===== src/include/clc_pkg.sv =====
// constants for the configurable logic cell control block
// shared by the design module and the bench; no other dependency
package clc_pkg;
  localparam int CLC_CELLS_DEF  = 4;
  localparam int CLC_IN_SEL_W   = 6;
  localparam int CLC_IN_NUM     = 64;
  localparam int CLC_GATES      = 4;
  localparam int CLC_GLS_W      = 8;
  localparam int CLC_FUNC_W     = 3;
  localparam logic [2:0] FN_AND_OR   = 3'h0;
  localparam logic [2:0] FN_OR_XOR   = 3'h1;
  localparam logic [2:0] FN_AND4     = 3'h2;
  localparam logic [2:0] FN_SR_LATCH = 3'h3;
  localparam logic [2:0] FN_DFF_SR   = 3'h4;
  localparam logic [2:0] FN_DFF2     = 3'h5;
  localparam logic [2:0] FN_JK       = 3'h6;
  localparam logic [2:0] FN_DLATCH   = 3'h7;
  localparam logic [2:0] CTRL_FUNC_RST = 3'h0;
  localparam logic       CTRL_BIT_RST  = 1'h0;
endpackage


===== src/clc_ctrl.sv =====
// configurable logic cell control: input select, gates, function, edge
// flags, output mirror. assumes control ports from same clock domain and
// cell input sources from outside, synchronised here.
`timescale 1ns/1ps
module clc_ctrl
  import clc_pkg::*;
#(
  parameter int CELLS   = CLC_CELLS_DEF,
  parameter int OSC_SEL = 1
) (
  input  wire logic                          I_SYS_CLK,
  input  wire logic                          I_RST_B,
  input  wire logic [CLC_IN_NUM-1:0]         I_SRC,
  input  wire logic                          I_SLEEP,
  input  wire logic [CELLS-1:0]              I_CELL_ENABLE_BIT,
  input  wire logic [CELLS-1:0]              I_RISING_EDGE_IRQ_ENABLE,
  input  wire logic [CELLS-1:0]              I_FALLING_EDGE_IRQ_ENABLE,
  input  wire logic [CELLS*CLC_FUNC_W-1:0]   I_LOGIC_FUNCTION_FIELD,
  input  wire logic [CELLS-1:0]              I_CTRL_WE,
  input  wire logic [CELLS*4*CLC_IN_SEL_W-1:0] I_INPUT_SELECT,
  input  wire logic [CELLS*4*CLC_GLS_W-1:0]  I_GATE_SELECT,
  input  wire logic [CELLS*4-1:0]            I_GATE_POLARITY_BIT,
  input  wire logic [CELLS-1:0]              I_OUTPUT_POLARITY_BIT,
  input  wire logic [CELLS-1:0]              I_SEL_WE,
  input  wire logic [CELLS-1:0]              I_FLAG_CLR,
  output logic      [CELLS-1:0]              O_CELL_INTERRUPT_FLAG,
  output logic      [CELLS-1:0]              O_CELL_OUTPUT_BIT,
  output logic      [CELLS-1:0]              O_CELL_OUTPUT_MIRROR_REG,
  output logic      [CELLS-1:0]              O_CELL_ENABLE_STATUS,
  output logic                               O_FAST_OSC_KEEP
);
  // refuse sizes the flat port packing and loops cannot serve
  if (CELLS < 1 || CELLS > 8) begin : g_bad_cells
    $error("CELLS must be 1..8");
  end
  if (OSC_SEL < 0 || OSC_SEL >= CLC_IN_NUM) begin : g_bad_osc
    $error("OSC_SEL range");
  end

  // sources come from other domains; two flops before any logic
  logic [CLC_IN_NUM-1:0] src_s1_reg, src_s2_reg;
  always_ff @(posedge I_SYS_CLK or negedge I_RST_B) begin
    if (!I_RST_B) begin
      src_s1_reg <= '0;
      src_s2_reg <= '0;
    end else begin
      src_s1_reg <= I_SRC;
      src_s2_reg <= src_s1_reg;
    end
  end

  // control: cleared by reset
  logic [CELLS-1:0]            en_reg, en_next;
  logic [CELLS-1:0]            rie_reg, rie_next, fie_reg, fie_next;
  logic [CELLS*CLC_FUNC_W-1:0] fn_reg, fn_next;
  always_comb begin
    en_next  = en_reg;
    rie_next = rie_reg;
    fie_next = fie_reg;
    fn_next  = fn_reg;
    for (int c = 0; c < CELLS; c++) begin
      if (I_CTRL_WE[c]) begin
        en_next[c]  = I_CELL_ENABLE_BIT[c];
        rie_next[c] = I_RISING_EDGE_IRQ_ENABLE[c];
        fie_next[c] = I_FALLING_EDGE_IRQ_ENABLE[c];
        fn_next[c*CLC_FUNC_W +: CLC_FUNC_W] =
          I_LOGIC_FUNCTION_FIELD[c*CLC_FUNC_W +: CLC_FUNC_W];
      end
    end
  end
  always_ff @(posedge I_SYS_CLK or negedge I_RST_B) begin
    if (!I_RST_B) begin
      en_reg  <= {CELLS{CTRL_BIT_RST}};
      rie_reg <= {CELLS{CTRL_BIT_RST}};
      fie_reg <= {CELLS{CTRL_BIT_RST}};
      fn_reg  <= {CELLS{CTRL_FUNC_RST}};
    end else begin
      en_reg  <= en_next;
      rie_reg <= rie_next;
      fie_reg <= fie_next;
      fn_reg  <= fn_next;
    end
  end

  // selections: no reset at all, so they survive any reset
  logic [CELLS*4*CLC_IN_SEL_W-1:0] sel_reg, sel_next;
  logic [CELLS*4*CLC_GLS_W-1:0]    gls_reg, gls_next;
  logic [CELLS*4-1:0]              gpol_reg, gpol_next;
  logic [CELLS-1:0]                opol_reg, opol_next;
  always_comb begin
    sel_next  = sel_reg;
    gls_next  = gls_reg;
    gpol_next = gpol_reg;
    opol_next = opol_reg;
    for (int c = 0; c < CELLS; c++) begin
      if (I_SEL_WE[c]) begin
        sel_next[c*4*CLC_IN_SEL_W +: 4*CLC_IN_SEL_W] =
          I_INPUT_SELECT[c*4*CLC_IN_SEL_W +: 4*CLC_IN_SEL_W];
        gls_next[c*4*CLC_GLS_W +: 4*CLC_GLS_W] =
          I_GATE_SELECT[c*4*CLC_GLS_W +: 4*CLC_GLS_W];
        gpol_next[c*4 +: 4] = I_GATE_POLARITY_BIT[c*4 +: 4];
        opol_next[c] = I_OUTPUT_POLARITY_BIT[c];
      end
    end
  end
  always_ff @(posedge I_SYS_CLK) begin
    sel_reg  <= sel_next;
    gls_reg  <= gls_next;
    gpol_reg <= gpol_next;
    opol_reg <= opol_next;
  end

  // gate g: OR of enabled true/inverted data lines, then polarity
  function automatic logic gate_f(input logic [3:0] d,
                                  input logic [CLC_GLS_W-1:0] s,
                                  input logic pol);
    logic acc;
    acc = 1'b0;
    for (int k = 0; k < 4; k++) begin
      acc = acc | (s[2*k] & ~d[k]) | (s[2*k+1] & d[k]);
    end
    return acc ^ pol;
  endfunction

  // cell state for latch/flop modes, clocked here since no other clock
  logic [CELLS-1:0] q_reg, q_next, out_reg, out_next;
  logic [CELLS-1:0] prev_reg, prev_next, flag_reg, flag_next;
  logic [CELLS-1:0] mir_reg, mir_next;
  logic             osc_reg, osc_next;
  always_comb begin
    logic [3:0] d;
    logic [3:0] g;
    logic       f;
    logic       rise;
    logic       fall;
    d = '0;
    g = '0;
    f = 1'b0;
    rise = 1'b0;
    fall = 1'b0;
    q_next    = q_reg;
    out_next  = out_reg;
    prev_next = prev_reg;
    flag_next = flag_reg;
    osc_next  = 1'b0;
    for (int c = 0; c < CELLS; c++) begin
      for (int k = 0; k < 4; k++) begin
        d[k] = src_s2_reg[sel_reg[(c*4+k)*CLC_IN_SEL_W +: CLC_IN_SEL_W]];
        if (en_reg[c] &&
            sel_reg[(c*4+k)*CLC_IN_SEL_W +: CLC_IN_SEL_W] ==
            CLC_IN_SEL_W'(OSC_SEL))
          osc_next = 1'b1;
      end
      for (int k = 0; k < 4; k++) begin
        g[k] = gate_f(d, gls_reg[(c*4+k)*CLC_GLS_W +: CLC_GLS_W],
                      gpol_reg[c*4+k]);
      end
      case (fn_reg[c*CLC_FUNC_W +: CLC_FUNC_W])
        FN_AND_OR:   f = (g[0] & g[1]) | (g[2] & g[3]);
        FN_OR_XOR:   f = (g[0] | g[1]) ^ (g[2] | g[3]);
        FN_AND4:     f = &g;
        FN_SR_LATCH: begin
          if (g[2] | g[3]) q_next[c] = 1'b0;
          else if (g[0] | g[1]) q_next[c] = 1'b1;
          f = q_next[c];
        end
        FN_DFF_SR: begin
          if (g[3]) q_next[c] = 1'b0;
          else if (g[2]) q_next[c] = 1'b1;
          else if (g[0]) q_next[c] = g[1];
          f = q_reg[c];
        end
        FN_DFF2: begin
          if (g[2]) q_next[c] = 1'b0;
          else if (g[0]) q_next[c] = g[1] & g[3];
          f = q_reg[c];
        end
        FN_JK: begin
          if (g[2]) q_next[c] = 1'b0;
          else if (g[0]) q_next[c] = (g[1] & ~q_reg[c]) | (~g[3] & q_reg[c]);
          f = q_reg[c];
        end
        FN_DLATCH: begin
          if (g[2]) q_next[c] = 1'b0;
          else if (g[3]) q_next[c] = 1'b1;
          else if (g[0]) q_next[c] = g[1];
          f = q_next[c];
        end
        default: f = 1'b0;
      endcase
      // sleep does not stop the cell; only the enable does
      out_next[c] = en_reg[c] ? (f ^ opol_reg[c]) : 1'b0;
      prev_next[c] = out_reg[c];
      rise = out_reg[c] & ~prev_reg[c];
      fall = ~out_reg[c] & prev_reg[c];
      // set beats clear in the same cycle
      if ((rise & rie_reg[c]) | (fall & fie_reg[c]))
        flag_next[c] = 1'b1;
      else if (I_FLAG_CLR[c])
        flag_next[c] = 1'b0;
    end
    mir_next = out_next;                           // one-cycle snapshot
  end
  always_ff @(posedge I_SYS_CLK or negedge I_RST_B) begin
    if (!I_RST_B) begin
      q_reg    <= '0;
      out_reg  <= '0;
      prev_reg <= '0;
      flag_reg <= '0;
      mir_reg  <= '0;
      osc_reg  <= 1'b0;
    end else begin
      q_reg    <= q_next;
      out_reg  <= out_next;
      prev_reg <= prev_next;
      flag_reg <= flag_next;
      mir_reg  <= mir_next;
      osc_reg  <= osc_next;
    end
  end

  always_comb begin
    O_CELL_OUTPUT_BIT        = out_reg;
    O_CELL_OUTPUT_MIRROR_REG = mir_reg;   // same flop source
    O_CELL_INTERRUPT_FLAG    = flag_reg;
    O_CELL_ENABLE_STATUS     = en_reg;
    O_FAST_OSC_KEEP          = osc_reg;
  end

  logic [3:0] g_dbg;

  AST_RISE_SETS_FLAG: assert property (@(posedge I_SYS_CLK)
    disable iff (!I_RST_B)
    (out_reg & ~prev_reg & rie_reg) != '0 |=>
      (flag_reg & $past(out_reg & ~prev_reg & rie_reg)) ==
      $past(out_reg & ~prev_reg & rie_reg))
    else $error("rising edge did not set flag");
  AST_FALL_SETS_FLAG: assert property (@(posedge I_SYS_CLK)
    disable iff (!I_RST_B)
    (~out_reg & prev_reg & fie_reg) != '0 |=>
      (flag_reg & $past(~out_reg & prev_reg & fie_reg)) ==
      $past(~out_reg & prev_reg & fie_reg))
    else $error("falling edge did not set flag");
  AST_NO_SPURIOUS_FLAG: assert property (@(posedge I_SYS_CLK)
    disable iff (!I_RST_B)
    $rose(flag_reg[0]) |->
      $past((out_reg[0] & ~prev_reg[0] & rie_reg[0]) |
            (~out_reg[0] & prev_reg[0] & fie_reg[0])))
    else $error("flag set without enabled edge");
  AST_CLEAR_WORKS: assert property (@(posedge I_SYS_CLK)
    disable iff (!I_RST_B)
    I_FLAG_CLR[0] && !((out_reg[0] & ~prev_reg[0] & rie_reg[0]) |
      (~out_reg[0] & prev_reg[0] & fie_reg[0])) |=> !flag_reg[0])
    else $error("flag clear ignored");
  AST_MIRROR_MATCH: assert property (@(posedge I_SYS_CLK)
    disable iff (!I_RST_B) mir_reg == out_reg)
    else $error("mirror differs from output bits");
  AST_MIRROR_FOLLOWS: assert property (@(posedge I_SYS_CLK)
    disable iff (!I_RST_B) ##1 prev_reg == $past(mir_reg))
    else $error("mirror not a single snapshot");
  AST_DISABLED_LOW: assert property (@(posedge I_SYS_CLK)
    disable iff (!I_RST_B) !en_reg[0] |=> !out_reg[0])
    else $error("disabled cell output not low");
  AST_SLEEP_RUNS: assert property (@(posedge I_SYS_CLK)
    disable iff (!I_RST_B)
    I_SLEEP && en_reg[0] && fn_reg[2:0] == FN_AND4 && !I_CTRL_WE[0]
      && !I_SEL_WE[0] |=> out_reg[0] == $past(&g_dbg ^ opol_reg[0]))
    else $error("cell stopped in sleep");
  AST_OSC_KEEP: assert property (@(posedge I_SYS_CLK)
    disable iff (!I_RST_B)
    en_reg[0] && sel_reg[3*CLC_IN_SEL_W +: CLC_IN_SEL_W] ==
      CLC_IN_SEL_W'(OSC_SEL) |=> O_FAST_OSC_KEEP)
    else $error("fast oscillator request dropped");
  AST_FLAG_HOLDS: assert property (@(posedge I_SYS_CLK)
    disable iff (!I_RST_B) flag_reg[0] && !I_FLAG_CLR[0] |=> flag_reg[0])
    else $error("flag dropped without clear");
  always_comb begin
    for (int k = 0; k < 4; k++) begin
      g_dbg[k] = gate_f({src_s2_reg[sel_reg[3*CLC_IN_SEL_W +: CLC_IN_SEL_W]],
        src_s2_reg[sel_reg[2*CLC_IN_SEL_W +: CLC_IN_SEL_W]],
        src_s2_reg[sel_reg[1*CLC_IN_SEL_W +: CLC_IN_SEL_W]],
        src_s2_reg[sel_reg[0 +: CLC_IN_SEL_W]]},
        gls_reg[k*CLC_GLS_W +: CLC_GLS_W], gpol_reg[k]);
    end
  end
endmodule


===== config.mk =====
export PLATFORM = sky130hd
export DESIGN_NAME = clc_ctrl
export DESIGN_NICKNAME = d
export VERILOG_FILES = /design/src/include/clc_pkg.sv /design/src/clc_ctrl.sv
export SDC_FILE = /design/constraint.sdc
export NUM_CORES = 1
export LEC_CHECK = 0
export ABC_AREA = 1
export BUFFER_PORTS_ARGS = -buffer_cell sky130_fd_sc_hd__clkbuf_2
export CAP_MARGIN = 20
export CORE_MARGIN = 5
export CORE_UTILIZATION = 40
export DETAILED_ROUTE_END_ITERATION = 8
export SLEW_MARGIN = 40
export SYNTH_ARGS = -nofsm -noshare
export SYNTH_HDL_FRONTEND = slang
export SYNTH_SLANG_ARGS = --single-unit

===== constraint.sdc =====
create_clock -name I_SYS_CLK -period 3.1 [get_ports I_SYS_CLK]
set_input_delay 0.155 -clock I_SYS_CLK [delete_from_list [all_inputs] [get_ports I_SYS_CLK]]
set_output_delay 0.155 -clock I_SYS_CLK [all_outputs]
set_load 0.01 [all_outputs]

==> summary.md <==
| Metric | Value |
|---|---|
| Layout cells sized above 1 | 20.79% |
| Final Hold Vio Count | 0 |
| Slowest CP cell | edfxtp_1 |
| Total wire length | 109500 um |
| Vias in the first global route | 26321 |
| Top Layer Used | met4 |
| FFs w/ async S/R, synth | 40.92% |
| Met3 WL | 10640 um |
| Post-synth EDFFs | 244 |
| Max Clock Freq | 341.4 MHz |
| Worst Setup Start Kind | flip-flop |
| Critical path arrival | 3410 ps |
| Placed Area | 0.02980 mm^2 |
| Die width | 263.0 um |
| Met1 WL | 41780 um |
| Most frequent CP cell | nand2_1 |
| Yosys Warn Count | 0 |
| Core Region | 0.06320 mm^2 |
| Count of final setup violators | 0 |
| Number of flip-flops in the largest register | 128 |
| Netlist cell types | 34 |
| CTS tree | yes |
| Cts bufs inserted | 46 |
| Worst-path clk slew | 60 ps |
| CP required | 3580 ps |
| Ys flop type | edfxtp_1 |
| Syn Inst Count | 3425 |
| Max-cap violation count | 0 |
| Slew at the pin with the worst max-slew slack | 756.4 ps |
| Max clock buf depth | 3 |
| Post-DP HPWL | 71180 um |
| Final instance area | 0.03569 mm^2 |
| Slowest stage delay, CP | 550 ps |
| Clock skew | 23.26 ps |
| I/O Buffers | 362 |
| Most frequent cells in the layout | nand2_1, nand3_1, dlygate4sd3_1, clkbuf_2, edfxtp_1 |
| IO Count | 364 |
| Drt pass-1 iters | 6 |
| Average cell area after synthesis | 7.474 um^2 |
| CTS Sinks | 413 |
| Setup CP Type | reg2reg |
| H-Tree Level Count | 2 |
| Post-route worst setup slack | 170.8 ps |
| Die extent in y | 263.0 um |
| Run status | finished clean |
| Area growth syn-to-layout | 39.43% |
| Clk Latency, worst-skew pair | 600 ps |
| Layout fillers | 5728 |
| Vias per cell | 5.443 |
| # DRC | 0 |
| RSZ-0062 raised after global routing | true |
| Post-Synthesis Net Count | 3772 |
| Relative slew slack | 49.58% |
| GRT Residual Overflow | 0 |
| Fin crit share | 94.49% |
| Commonest non-fill, non-tap cell in the layout | nand2_1 |
| Cell leakage power | 16.33 nW |
| Hold Crit Class | in2reg |
| Peak supply drop | 466.0 uV |
| First-pass GRT wire length | 160400 um |
| Met2 wire length | 50480 um |
| Hold_ws | 61.16 ps |
| Routed vias | 28078 |
| Routed WL per cell | 21.23 um |
| Yosys reg bits | 413 |
| GRT Resource Usage Total | 29.81% |
| DRT antenna net count | 0 |
| Seq/Total Area, Yosys | 45.14% |
| Routability Congestion | 0.9885 |
| Crit path time final | 2929 ps |
| Setup WS pre-CTS | 134.6 ps |
| Root Buffer Master | clkbuf_16 |
| Initial antenna violation count | 4 |
| Fin nets | 4620 |
| Element type at the critical path end | flip-flop |
| TNS Setup | 0 ps |
| Starting Density | 40.51% |
| Final Max Tran Viols | 0 |
| Die Area | 0.06916 mm^2 |
| Power, Total | 16.92 mW |
| Crit-path max FO | 7 |
| Cell Pwr Density | 473.9 mW/mm^2 |
| FP Rows | 92 |
| Crit-path cells | clkinv_4 -> buf_12 -> buf_4 -> nor2_1 -> o21ai_1 -> a21oi_1 -> nand2_1 -> nand3_2 -> nand2_2 -> nand2_1 -> nand2_1 -> nor2_4 -> nand2_1 -> nand2_1 -> nand2_2 -> nand2_1 -> nand3_1 -> nand2_1 -> nand2_1 -> inv_2 -> nand2_1 -> a21oi_1 -> nor2_1 |
| Synth Cell Area | 0.02560 mm^2 |
| Number of DRC markers in iteration 0 | 3511 |
| Largest net degree at the start of global routing | 86 |
==> path summary, 6_finish.rpt <==
path	depth (start not counted)	to	start	slack, ps
min	1	gpol_reg[8]	I_SEL_WE[2]	60
min reg2reg	0	src_s2_reg[47]	src_s1_reg[47]	330
max reg2reg	23	O_CELL_OUTPUT_MIRROR_REG[3]	sel_reg[90]	170
max	23	O_CELL_OUTPUT_MIRROR_REG[3]	sel_reg[90]	170
min in group asynchronous	2	src_s1_reg[61]	I_RST_B	180
max in group asynchronous	3	src_s2_reg[22]	I_RST_B	2190
==> what timing repair did <==
action / 4_1_cts / 5_1_grt
gates resized for setup: 0 / 106
buffers inserted: 0 / 27
hold endpoints to repair: 418 / 0
setup endpoints to repair: 0 / 8
hold buffers: 375 / 0
==> Yosys cell counts, types with 3 or more instances <==
master,number,share of area [%]
nand3_2,30,1.2
buf_4,33,0.97
nand2_2,20,0.49
clkinv_1,5,0.073
nor3_1,23,0.45
nand3_1,628,12
a21oi_2,3,0.10
nor4_1,3,0.073
o22ai_1,3,0.073
mux2_2,10,0.44
nand2_1,1134,17
o21ai_1,13,0.25
a21boi_0,6,0.18
inv_2,36,0.53
nor2_1,156,2.3
dfrtp_1,169,17
clkbuf_1,31,0.45
o21ai_0,150,2.9
nand3b_1,18,0.53
buf_2,145,2.8
buf_6,17,0.75
nand4_1,11,0.27
clkbuf_2,7,0.14
inv_1,208,3.1
nor2_2,12,0.29
a21oi_1,153,3.0
o211ai_1,148,4.3
edfxtp_1,244,29
==> worst max-delay path: cells and delay by family, from the launching register on <==
| kind | cells | cell delay (ps) |
|---|---|---|
| AOI/OAI and AO/OA | 3 | 450 |
| buffers and inverters | 4 | 410 |
| DFF | 1 | 550 |
| and+or+nand+nor | 16 | 1380 |
==> metrics by stage <==
| stage | utilization, % | instances |
|---|---|---|
| 3_3_place_gp | 47.16 | 4665 |
| 3_5_place_dp | 47.16 | 4665 |
| 2_1_floorplan | - | 3425 |
| 6_report | 56.48 | 5159 |
| 5_1_grt | 56.47 | 5158 |
| 4_1_cts | 55.55 | 5125 |
==> per-layer routing <==
| metal | track usage (%) | up-vias |
|---|---|---|
| met3 | 5.463 | 368 |
| met4 | 15.04 | 0 |
| met5 | 0 | - |
| li1 | - | 13235 |
| met1 | 38.41 | 12843 |
| met2 | 48.36 | 1632 |
==> cells by family after synthesis <==
group,Yosys count,share of synthesized area [%]
AO/OA/AOI/OAI,483,11.09
AND/OR/NAND/NOR,2036,34.51
flip-flops,413,45.14
buffers and inverters,483,8.818
multiplexers,10,0.4399
==> where the power goes <==
| group | total (mW) | switching (mW) | internal, mW | leakage, nW |
|---|---|---|---|---|
| Combinational | 4.67 | 2.76 | 1.92 | 11.2 |
| Sequential | 6.65 | 0.348 | 6.30 | 4.38 |
| Clock | 5.59 | 2.34 | 3.26 | 0.764 |
==> final cells by class <==
class	count	area, um^2	share of cell area (%)
well taps	846	1059	2.966
flip-flops and latches	413	11560	32.39
diodes	3	7.507	0.02103
multi-input cells	2529	11950	33.48
clock inverters	18	220.2	0.6170
clock buffers	67	1325	3.712
repair buffers	1033	8567	24.00
inverters	250	1001	2.804
Power figures use the tool's default switching activity.
